===== config.mk =====
export PLATFORM = sky130hd
export DESIGN_NAME = ihp_host_port
export DESIGN_NICKNAME = d
export VERILOG_FILES = /design/src/ihp_pkg.sv /design/src/ihp_pin_sync.sv /design/src/ihp_io_regs.sv /design/src/ihp_host_port.sv
export SDC_FILE = /design/constraint.sdc
export NUM_CORES = 2
export LEC_CHECK = 0
export BUFFER_PORTS_ARGS = -buffer_cell sky130_fd_sc_hd__clkbuf_2
export CAP_MARGIN = 20
export CORE_UTILIZATION = 51
export CTS_CLUSTER_DIAMETER = 50
export DETAILED_ROUTE_END_ITERATION = 16
export PLACE_DENSITY = 0.65
export SLEW_MARGIN = 40
export SYNTH_ARGS = -nofsm -noshare
export SYNTH_HDL_FRONTEND = slang
export SYNTH_HIERARCHICAL = 1
export SYNTH_SLANG_ARGS = --single-unit

===== constraint.sdc =====
create_clock -name clk_sys_i -period 215.8 [get_ports clk_sys_i]
set_input_delay 43.16 -clock clk_sys_i [delete_from_list [all_inputs] [get_ports clk_sys_i]]
set_output_delay 43.16 -clock clk_sys_i [all_outputs]
set_load 0.01 [all_outputs]

===== src/ihp_pkg.sv =====
// Purpose: shared constants and types of the indirect host register port
// Assumes: 16-bit host bus, 32-bit indirect registers, four channels
// Notes: offsets are direct locations or indirect address fields
package ihp_pkg;

  // Direct locations selected by the 3-bit host address
  localparam logic [2:0] DIR_DATA_LO = 3'h0;
  localparam logic [2:0] DIR_DATA_HI = 3'h1;
  localparam logic [2:0] DIR_WADDR = 3'h2;
  localparam logic [2:0] DIR_RADDR = 3'h3;

  // Indirect address field positions
  localparam int CHAN_SEL_LSB = 12;
  localparam int IO_SEL_LSB = 8;

  // Global indirect addresses (low byte)
  localparam logic [7:0] GA_TOP_CTRL = 8'h00;
  localparam logic [7:0] GA_RNG_MAP = 8'h01;
  localparam logic [7:0] GA_TEST_CTRL = 8'h02;
  localparam logic [7:0] GA_TEST_STB = 8'h03;
  localparam logic [7:0] GA_SYNC_OUT = 8'h04;
  localparam logic [7:0] GA_SYNC_LOOP = 8'h05;
  localparam logic [7:0] GA_SOFT_RST = 8'h06;

  // I/O section offsets and storage index of the range control register
  localparam logic [7:0] IO_LAST_LOW = 8'h0a;
  localparam logic [7:0] IO_RNG_CTRL = 8'h10;
  localparam logic [3:0] IO_RNG_IDX = 4'hb;

  // Channel offset that clears latched saturation
  localparam logic [11:0] CH_SAT_CLR = 12'h01f;

  // Reset values
  localparam logic [31:0] WORD_RST = 32'h0000_0000;
  localparam logic [15:0] HALF_RST = 16'h0000;

  // Stages of the pin synchroniser
  localparam int SYNC_STAGES = 3;

  // Host pins as seen by the core; strobes are active low
  typedef struct packed {
    logic ce_n;
    logic wr_n;
    logic rd_n;
    logic [2:0] addr;
    logic [15:0] data;
  } ihp_hbus_type;

  // Idle level of the host pins
  localparam ihp_hbus_type HBUS_IDLE = '{ce_n: 1'b1, wr_n: 1'b1,
    rd_n: 1'b1, addr: 3'h0, data: 16'h0000};

endpackage


===== src/ihp_pin_sync.sv =====
// Purpose: three-stage synchroniser for the host pins
// Assumes: pins change without regard to the core clock
// Notes: callers compare the second and third stages only
`timescale 1ns/1ps
module ihp_pin_sync
  import ihp_pkg::*;
(
  input wire logic clk_sys_i,
  input wire logic rst_n_i,
  input wire ihp_hbus_type pins_i,
  output ihp_hbus_type st2_o,
  output ihp_hbus_type st3_o
);
  ihp_hbus_type st1_q;
  ihp_hbus_type st2_q;
  ihp_hbus_type st3_q;

  // First stage feeds only the second
  always_ff @(posedge clk_sys_i or negedge rst_n_i) begin
    if (!rst_n_i) begin
      st1_q <= HBUS_IDLE;
      st2_q <= HBUS_IDLE;
      st3_q <= HBUS_IDLE;
    end else begin
      st1_q <= pins_i;
      st2_q <= st1_q;
      st3_q <= st2_q;
    end
  end

  assign st2_o = st2_q;
  assign st3_o = st3_q;
endmodule // ihp_pin_sync


===== src/ihp_io_regs.sv =====
// Purpose: register storage of the four I/O control sections
// Assumes: index already mapped, reserved offsets never written
// Notes: read data leave a register one cycle after the index
`timescale 1ns/1ps
module ihp_io_regs
  import ihp_pkg::*;
(
  input wire logic clk_sys_i,
  input wire logic rst_n_i,
  input wire logic [3:0] we_i,
  input wire logic [3:0] widx_i,
  input wire logic [31:0] wdata_i,
  input wire logic [1:0] rsel_i,
  input wire logic [3:0] ridx_i,
  output logic [31:0] rdata_o
);
  // A net, since each section bank drives its own slice
  wire logic [3:0][31:0] sec_rd;

  // One bank per section so a broadcast writes several at once
  for (genvar s = 0; s < 4; s++) begin : g_sec
    logic [31:0] mem_q [16];
    always_ff @(posedge clk_sys_i or negedge rst_n_i) begin
      if (!rst_n_i) begin
        for (int i = 0; i < 16; i++) mem_q[i] <= WORD_RST;
      end else if (we_i[s]) begin
        mem_q[widx_i] <= wdata_i;
      end
    end
    assign sec_rd[s] = mem_q[ridx_i];
  end

  // Registered read port
  always_ff @(posedge clk_sys_i or negedge rst_n_i) begin
    if (!rst_n_i) rdata_o <= WORD_RST;
    else rdata_o <= sec_rd[rsel_i];
  end
endmodule // ihp_io_regs


===== src/ihp_host_port.sv =====
// Purpose: direct/indirect host register port of a 4-channel converter
// Assumes: host pins are asynchronous; channel logic lives outside
// Notes: indirect writes launch one cycle after the address write
// Notes on behaviour
// - location 0 write loads holding bits 15:0
// - location 1 write loads holding bits 31:16
// - location 2 write sets address, launches write
// - location 3 write sets address, no write
// - location 0 read gives selected bits 15:0
// - location 1 read gives selected bits 31:16
// - location 2 read gives the status word
// - status: revision, latched saturation, zero odd bits
// - locations 4-7 read channel sequenced ports
// - global 0000h top control, readable back
// - 0002h test settings, 0003h test strobe
// - 0004h-0006h action strobes, reads give zero
// - global 0007h-00FFh reserved, nothing behind
// - select nibble picks target for read, write
// - bits 11:8 I/O, 15:12 channels, broadcast
// - I/O offset 00 format, 01-04 routing
// - I/O offsets 05 sync, 06-08 serial output
// - I/O offsets 09, 0A and 10 decoded
// - I/O offsets 0B-0F reserved
`timescale 1ns/1ps
module ihp_host_port
  import ihp_pkg::*;
#(
  parameter logic [7:0] REV_CODE = 8'h5a // Arbitrary revision value
) (
  input wire logic clk_sys_i,
  input wire logic arst_n_i,
  input wire ihp_hbus_type hbus_i,
  output logic [15:0] p_o,
  output logic p_oe_o,
  input wire logic [3:0] sat_i,
  input wire logic [3:0][15:0] seq_data_i,
  output logic [3:0] seq_rd_o,
  output logic [3:0] chan_we_o,
  output logic [11:0] chan_addr_o,
  output logic [31:0] chan_wdata_o,
  input wire logic [3:0][31:0] chan_rdata_i,
  output logic [31:0] top_ctrl_o,
  output logic [31:0] rng_map_o,
  output logic [31:0] test_ctrl_o,
  output logic test_strobe_o,
  output logic sync_output_pin_o,
  output logic first_sync_input_loop_o,
  output logic soft_reset_o
);
  logic [1:0] rst_sync_q;
  logic rst_n;
  ihp_hbus_type st2;
  ihp_hbus_type st3;
  ihp_hbus_type pin_q;
  ihp_hbus_type cap_q;
  logic wr_on;
  logic wr_on_q;
  logic rd_on;
  logic rd_on_q;
  logic wr_ev;
  logic rd_end;
  logic [31:0] hold_q;
  logic [15:0] iaddr_q;
  logic wstb_q;
  logic [3:0] sat_q;
  logic [3:0] chan_sel;
  logic [3:0] io_sel;
  logic is_chan;
  logic is_io;
  logic [7:0] low;
  logic io_ok;
  logic [3:0] io_idx;
  logic [3:0] io_we;
  logic [1:0] io_rsel;
  logic [1:0] ch_rsel;
  logic [31:0] io_rd;
  logic [31:0] glob_rd;
  logic [31:0] rword;
  logic [15:0] status;
  logic [15:0] p_d;
  logic g_stb;
  logic [3:0] sat_clr;

  // Reset release through two flip-flops
  always_ff @(posedge clk_sys_i or negedge arst_n_i) begin
    if (!arst_n_i) rst_sync_q <= 2'b00;
    else rst_sync_q <= {rst_sync_q[0], 1'b1};
  end
  assign rst_n = rst_sync_q[1];

  ihp_pin_sync u_sync (
    .clk_sys_i(clk_sys_i),
    .rst_n_i(rst_n),
    .pins_i(hbus_i),
    .st2_o(st2),
    .st3_o(st3)
  );

  // A pin bit changes only once stages two and three agree
  always_ff @(posedge clk_sys_i or negedge rst_n) begin
    if (!rst_n) pin_q <= HBUS_IDLE;
    else pin_q <= (st2 & st3) | (pin_q & (st2 | st3));
  end

  // Strobe levels and their trailing edges
  assign wr_on = !pin_q.ce_n && !pin_q.wr_n;
  assign rd_on = !pin_q.ce_n && !pin_q.rd_n;
  assign wr_ev = wr_on_q && !wr_on;
  assign rd_end = rd_on_q && !rd_on;

  // Address and data are captured while the write strobe is low
  always_ff @(posedge clk_sys_i or negedge rst_n) begin
    if (!rst_n) begin
      wr_on_q <= 1'b0;
      rd_on_q <= 1'b0;
      cap_q <= HBUS_IDLE;
    end else begin
      wr_on_q <= wr_on;
      rd_on_q <= rd_on;
      if (wr_on) cap_q <= pin_q;
    end
  end

  // Direct writes: holding halves, shared indirect address
  always_ff @(posedge clk_sys_i or negedge rst_n) begin
    if (!rst_n) begin
      hold_q <= WORD_RST;
      iaddr_q <= HALF_RST;
      wstb_q <= 1'b0;
    end else begin
      wstb_q <= wr_ev && cap_q.addr == DIR_WADDR;
      if (wr_ev) begin
        case (cap_q.addr)
          DIR_DATA_LO: hold_q[15:0] <= cap_q.data;
          DIR_DATA_HI: hold_q[31:16] <= cap_q.data;
          DIR_WADDR: iaddr_q <= cap_q.data;
          DIR_RADDR: iaddr_q <= cap_q.data;
          default: ; // Locations 4-7 write nothing
        endcase
      end
    end
  end

  // Indirect address decode
  assign chan_sel = iaddr_q[CHAN_SEL_LSB +: 4];
  assign io_sel = iaddr_q[IO_SEL_LSB +: 4];
  assign is_chan = |chan_sel;
  assign is_io = !is_chan && (|io_sel);
  assign low = iaddr_q[7:0];
  assign io_ok = low <= IO_LAST_LOW || low == IO_RNG_CTRL;
  assign io_idx = (low == IO_RNG_CTRL) ? IO_RNG_IDX : low[3:0];
  assign io_we = (wstb_q && is_io && io_ok) ? io_sel : 4'h0;
  assign g_stb = wstb_q && !is_chan && !is_io && iaddr_q[11:8] == 4'h0;

  // Lowest set select bit picks the single read source
  function automatic logic [1:0] first_set(input logic [3:0] v);
    logic [1:0] r;
    r = 2'd0;
    for (int i = 3; i >= 0; i--) begin
      if (v[i]) r = 2'(i);
    end
    return r;
  endfunction
  assign io_rsel = first_set(io_sel);
  assign ch_rsel = first_set(chan_sel);

  ihp_io_regs u_io (
    .clk_sys_i(clk_sys_i),
    .rst_n_i(rst_n),
    .we_i(io_we),
    .widx_i(io_idx),
    .wdata_i(hold_q),
    .rsel_i(io_rsel),
    .ridx_i(io_idx),
    .rdata_o(io_rd)
  );

  // Global writes and action strobes
  always_ff @(posedge clk_sys_i or negedge rst_n) begin
    if (!rst_n) begin
      top_ctrl_o <= WORD_RST;
      rng_map_o <= WORD_RST;
      test_ctrl_o <= WORD_RST;
      test_strobe_o <= 1'b0;
      sync_output_pin_o <= 1'b0;
      first_sync_input_loop_o <= 1'b0;
      soft_reset_o <= 1'b0;
    end else begin
      test_strobe_o <= g_stb && low == GA_TEST_STB;
      sync_output_pin_o <= g_stb && (low == GA_SYNC_OUT ||
        low == GA_SYNC_LOOP);
      first_sync_input_loop_o <= g_stb && low == GA_SYNC_LOOP;
      soft_reset_o <= g_stb && low == GA_SOFT_RST;
      if (g_stb && low == GA_TOP_CTRL) top_ctrl_o <= hold_q;
      if (g_stb && low == GA_RNG_MAP) rng_map_o <= hold_q;
      if (g_stb && low == GA_TEST_CTRL) test_ctrl_o <= hold_q;
    end
  end

  // Channel writes are passed out, broadcast by select bits
  always_ff @(posedge clk_sys_i or negedge rst_n) begin
    if (!rst_n) begin
      chan_we_o <= 4'h0;
      chan_addr_o <= 12'h000;
      chan_wdata_o <= WORD_RST;
    end else begin
      chan_we_o <= (wstb_q && is_chan) ? chan_sel : 4'h0;
      chan_addr_o <= iaddr_q[11:0];
      chan_wdata_o <= hold_q;
    end
  end

  // Saturation latches; a new event wins over a clear
  assign sat_clr = (wstb_q && is_chan && iaddr_q[11:0] == CH_SAT_CLR) ?
    chan_sel : 4'h0;
  always_ff @(posedge clk_sys_i or negedge rst_n) begin
    if (!rst_n) sat_q <= 4'h0;
    else sat_q <= (sat_q & ~sat_clr) | sat_i;
  end

  // Read source selected by the indirect address
  always_comb begin
    glob_rd = WORD_RST;
    case (low)
      GA_TOP_CTRL: glob_rd = top_ctrl_o;
      GA_RNG_MAP: glob_rd = rng_map_o;
      GA_TEST_CTRL: glob_rd = test_ctrl_o;
      default: glob_rd = WORD_RST; // Strobes and reserved
    endcase
  end
  assign rword = is_chan ? chan_rdata_i[ch_rsel] :
    is_io ? (io_ok ? io_rd : WORD_RST) :
    (iaddr_q[11:8] == 4'h0 ? glob_rd : WORD_RST);

  // Status word: revision code over interleaved saturation bits
  assign status = {REV_CODE, 1'b0, sat_q[3], 1'b0, sat_q[2],
    1'b0, sat_q[1], 1'b0, sat_q[0]};

  // Direct read multiplexer
  always_comb begin
    p_d = HALF_RST;
    case (pin_q.addr)
      DIR_DATA_LO: p_d = rword[15:0];
      DIR_DATA_HI: p_d = rword[31:16];
      DIR_WADDR: p_d = status;
      DIR_RADDR: p_d = HALF_RST;
      default: p_d = seq_data_i[pin_q.addr[1:0]];
    endcase
  end

  // Bus drive while the read strobe is on, sequenced read advance at the end of a read
  always_ff @(posedge clk_sys_i or negedge rst_n) begin
    if (!rst_n) begin
      p_o <= HALF_RST;
      p_oe_o <= 1'b0;
      seq_rd_o <= 4'h0;
    end else begin
      p_o <= p_d;
      p_oe_o <= rd_on;
      seq_rd_o <= (rd_end && pin_q.addr[2]) ?
        4'(4'h1 << pin_q.addr[1:0]) : 4'h0;
    end
  end
endmodule // ihp_host_port


[Word level (Yosys, flattened, before mapping)]
Index checks and enable logic that the tools add are counted.
Word-level totals
  flip-flop bits (word level): 2412
  input port bits: 220
  output and inout port bits: 169
  logic and storage cells: 220
Cells by class
  magnitude comparators: 6
  equal/unequal tests: 14
  shift operators: 1
  muxes and demuxes: 43
  bitwise logic cells: 8
  reduce and logical (&&, ||, !) cells: 41
Operators with widths (number)
  $bwmux 512: 4
  $bmux 32 s4: 4
  $mux 32: 15
  $bmux 32 s2: 2
  $demux 32 s4: 1
  $pmux 32 s3: 1
  $pmux 16 s4: 1
  $and 22x22->22: 2
  $or 22x22->22: 2
  $bmux 16 s2: 1
  $eq 8x3->1 const B: 3
  $logic_and 1x1->1: 22
  $mux 4: 5
  $eq 8x2->1 const B: 2
  $mux 16: 1
  $mux 2: 8
  $eq 12x5->1 const B: 1
  $eq 3x2->1 const B: 4
  $lt 2x3->1 const B: 3
  $eq 8x1->1 const B: 1
  $eq 8x5->1 const B: 1
  $le 8x4->1 const B: 1
  $logic_not 8->1: 1
  $reduce_or 4->1: 2
  other kinds (14): 25

[Logic depth before layout (Yosys ltp)]
  depth after elaboration: 8
  depth in mapped cells: 14
  depth with buffers taken out: 8

[Modules after synthesis]
Netlist, hierarchy kept.
By module, submodules not included
  ihp_io_regs: times used 1, cells each 5831, area each 92957.9 µm², seq. area each 52049.9 µm²
  ihp_host_port: times used 1, cells each 910, area each 12007.8 µm², seq. area each 6660.1 µm²
  ihp_pin_sync: times used 1, cells each 66, area each 1662.8 µm², seq. area each 1662.8 µm²

[Least setup slack after synthesis]
OpenSTA, ideal clock, no wires.
  path kind: input port to flip-flop
  start point: in seq_data_i[49] in the netlist's numbering
  end point: reg p_o[1]
  library setup time: 0.124 ns
  arrival: 43.956 ns
  data required time: 215.676 ns
  setup slack: 171.720 ns
  stages: 3
  path buffers: 0
  cell sequence: mux4_2 > and2_1 > a211o_1
On the way
  word-level cells in the longest chain between the ends: 3
Ends and longest elaborated chain
  start: declaration: line ihp_host_port.sv:36  | input wire logic [3:0][15:0] seq_data_i,
  $bmux 16 s2: line ihp_host_port.sv:247  | default: p_d = seq_data_i[pin_q.addr[1:0]];
  $mux 16 (not written as such): line ihp_host_port.sv:247
  $pmux 16 s4: line ihp_host_port.sv:242  | case (pin_q.addr)
  via p_d[1]: line ihp_host_port.sv:80  | logic [15:0] p_d;
  end signal: assignment: line ihp_host_port.sv:258  | p_o <= p_d;
  end: declaration: line ihp_host_port.sv:33  | output logic [15:0] p_o,
The timed path passes the listed nets, and every way through them passes these cells. The select of a mux whose other input is x is not followed.
A chain may end at the register's enable or synchronous reset.

[Worst setup path after layout]
  start point: reg top_ctrl_o[27]
  end point: out top_ctrl_o[27]
RTL lines
  start: declaration: line ihp_host_port.sv:42  | output logic [31:0] top_ctrl_o,
  start signal: assignment: line ihp_host_port.sv:194  | if (g_stb && low == GA_TOP_CTRL) top_ctrl_o <= hold_q;
No word-level cell between the ends.

==> results.toml <==
[run_status]
status = "finished, final reports clean"

[timing]
holdWs_ns = 0.176
fin_crit_sh = 0.207
hold_viol = 0
setup_tns_ns = 0
setup_viol = 0
slew_viol_final = 0
worst_pin_slew_ns = 0.979
finalCriticalPeriod_ns = 44.72
fmax_ghz = 0.0224
finClkSkew_ns = 0.0538
rsz0062_at_grt = "false"
max_slew_margin = 0.347

[placed_design]
gp_congestion = 0.873
dp_hpwl_um = 185000
io_buffers = 388

[synthesis]
ys_seq_elements = 2412
syn_inst = 6807
syn_area_mm2 = 0.107
synth_area_leader_cell = "dfrtp_1"
synthArstFlopShare = 1.00
synth.distinct_cells = 64
synth_edf_count = 0
synth.top_cell.area_share = 0.563
yosysSeqAreaShare = 0.566
syn_nets = 7027
synth_warnings = 6
syn_area_per_cell_um2 = 15.7
yosys-top-cells-area = "dfrtp_1 56%, mux2_2 23%, mux4_2 11%, clkbuf_1 1.0%, mux2i_1 0.93%"
ys.flop_type = "dfrtp_1"

[cells_and_area]
final_cell_mix = "2365 x dfrtp_1, 2196 x mux2_2, 533 x mux4_2"
nFillCells = 15941
final_common_cell = "dfrtp_1"
syn2layout_area_growth_pct = 13.5
nets = 7256
multi_input_area_mm2 = 0.0439
layout-drive-gt1-share = 0.546
ff_latch_area_mm2 = 0.0604

[critical_path]
cp_max_fo = 3
slowest_delay_ns = 0.43
crit_type = "reg -> out"
worst_setup_path_end_kind = "output pin"
slowest_stage = "dfrtp_1"
worstReg2RegEnd = "u_io/rdata_o[10]$_DFF_PN0_"
timing.rr.start = "iaddr_q[2]$_DFFE_PN0P_"
worst-path-stages = 1
cp.arrival_ns = 1.56
critPathBufInv = 1
path_cells = "clkbuf_2"
cp.required_ns = 172.64
r2r_slack_ns = 209.73
startpoint_type = "flop"
rr_worst_depth = 13
crit_family = "flip-flops"

[clock_network]
cts_hold_buffers = 0
cts-resized-gates = 0
cts.sinks = 2412
cts_tree = "done"
clock_path_buffers = 4
post_cts.repair.setup_buffers = 0
clk_latency_ns = 0.94
htree_levels = 5
clk_pin_slew_ns = 0.06
numCtsBuffers = 288
root_buffer = "clkbuf_16"

[power_and_ir_drop]
p_switching_mw = 0.518
p_per_area_mw_per_mm2 = 11.4
p_sw_frac = 0.374
clkPwrFrac = 0.337
power_frac_comb = 0.301
p_int_mw = 0.866
ir_drop_mv = 0.0102
p_seq_frac = 0.363
p_leak_nw = 59.3

[routing]
drt-initial-drc-count = 5311
vias = 63181
drc = 0
drtAntennaViolNets = 0
wirelength_um = 310000
wl_per_cell_um = 30.9
via_per_inst = 6.30
first_pass_iters = 8

[grt]
overflow = 0
grt_pass1_wl_um = 454000
antenna_found_initial = 10
grt_pass1_vias = 65188
grt_util_all_layers = 0.295
grt_max_degree = 168

[floorplan]
initial_core_util = 0.514
die_y_um = 459
dieWidth_um = 459
io_pins = 389
coreArea_mm2 = 0.207
rows = 167
die_area_mm2 = 0.211

[hold_path]
hp-class = "reg -> async"

[job]
cap_violations = 0
state kept, by name, summed over array words and instances, names as in the netlist, 19 cells and up:
name              cells
u_sync/st3_o         22
pin_q                22
test_ctrl_o          32
u_sync/st2_o         22
u_io/g_sec.mem_q   2048
top_ctrl_o           32
hold_q               32
chan_wdata_o         32
u_io/rdata_o         32
rng_map_o            32
cap_q                19
u_sync/st1_q         22
cells in the mapped netlist, drive strengths merged, types with 24 or more instances:
cell and instances:
nor4 32, o22ai 127, clkbuf 296, dfrtp 2400
nor2 81, a221oi 31, mux2 2228, a21oi 45
nand2b 24, nand2 158, buf 372, o21ai 61
nor3 33, mux4 533, o221ai 46, mux2i 99
power groups by stage:
stage | registers [mW] | logic, mW | clock network (mW)
floorplan | 0.498 | 0.222 | 0
global placement | 0.509 | 0.400 | 0
detailed placement | 0.510 | 0.410 | 0
CTS | 0.502 | 0.410 | 0.474
global route | 0.504 | 0.430 | 0.493
finish | 0.502 | 0.416 | 0.466
area by class of cell:
class	count	share of cell area
Antenna cell	11	0.000228
Timing Repair Buffer	607	0.0339
Clock inverter	51	0.00477
Tap cell	2788	0.0288
Inverter	7	0.000217
Sequential cell	2412	0.499
Clock buffer	427	0.0697
Multi-Input combinational cell	3720	0.363
routing by layer:
metal,vias up,share of wire,track usage
met4,2,0.038,0.107
met2,2179,0.45,0.447
met1,34631,0.44,0.428
li1,25839,-,-
met5,-,0.000023,0
met3,530,0.067,0.0555
how the worst max path moves through the flow:
stage,start,to
6_report,top_ctrl_o[27]$_DFFE_PN0P_,top_ctrl_o[27]
5_1_grt,rng_map_o[16]$_DFFE_PN0P_,rng_map_o[16]
4_1_cts,top_ctrl_o[27]$_DFFE_PN0P_,top_ctrl_o[27]
3_5_place_dp,chan_rdata_i[81],p_o[1]$_DFF_PN0_
3_3_place_gp,chan_rdata_i[81],p_o[1]$_DFF_PN0_
2_1_floorplan,rst_sync_q[1]$_DFF_PN0_,cap_q[0]$_DFFE_PN0P_
logic make-up after synthesis:
kind of cell / count (synthesis) / share of synthesized area
DFF: 2412 / 0.566
buffers and inverters: 675 / 0.0270
AOI/OAI and AO/OA: 434 / 0.0281
muxes: 2860 / 0.358
adders and majority gates: 22 / 0.00207
and+or+nand+nor: 403 / 0.0183
other: 1 / 0.0000352
stage by stage:
stage | cell area (µm²) | power [mW] | setup WS (ns) | utilization | cells
final | 121000 | 1.38 | 171.08 | 0.583 | 10023
after CTS | 121000 | 1.39 | 171.02 | 0.582 | 10004
after global routing | 121000 | 1.43 | 171.03 | 0.583 | 10014
after floorplan | 107000 | 0.719 | 143.61 | - | 6807
after detailed placement | 112000 | 0.920 | 171.26 | 0.538 | 9526
after global placement | 111000 | 0.909 | 171.29 | 0.536 | 9513
Power figures use the tool's default switching activity.
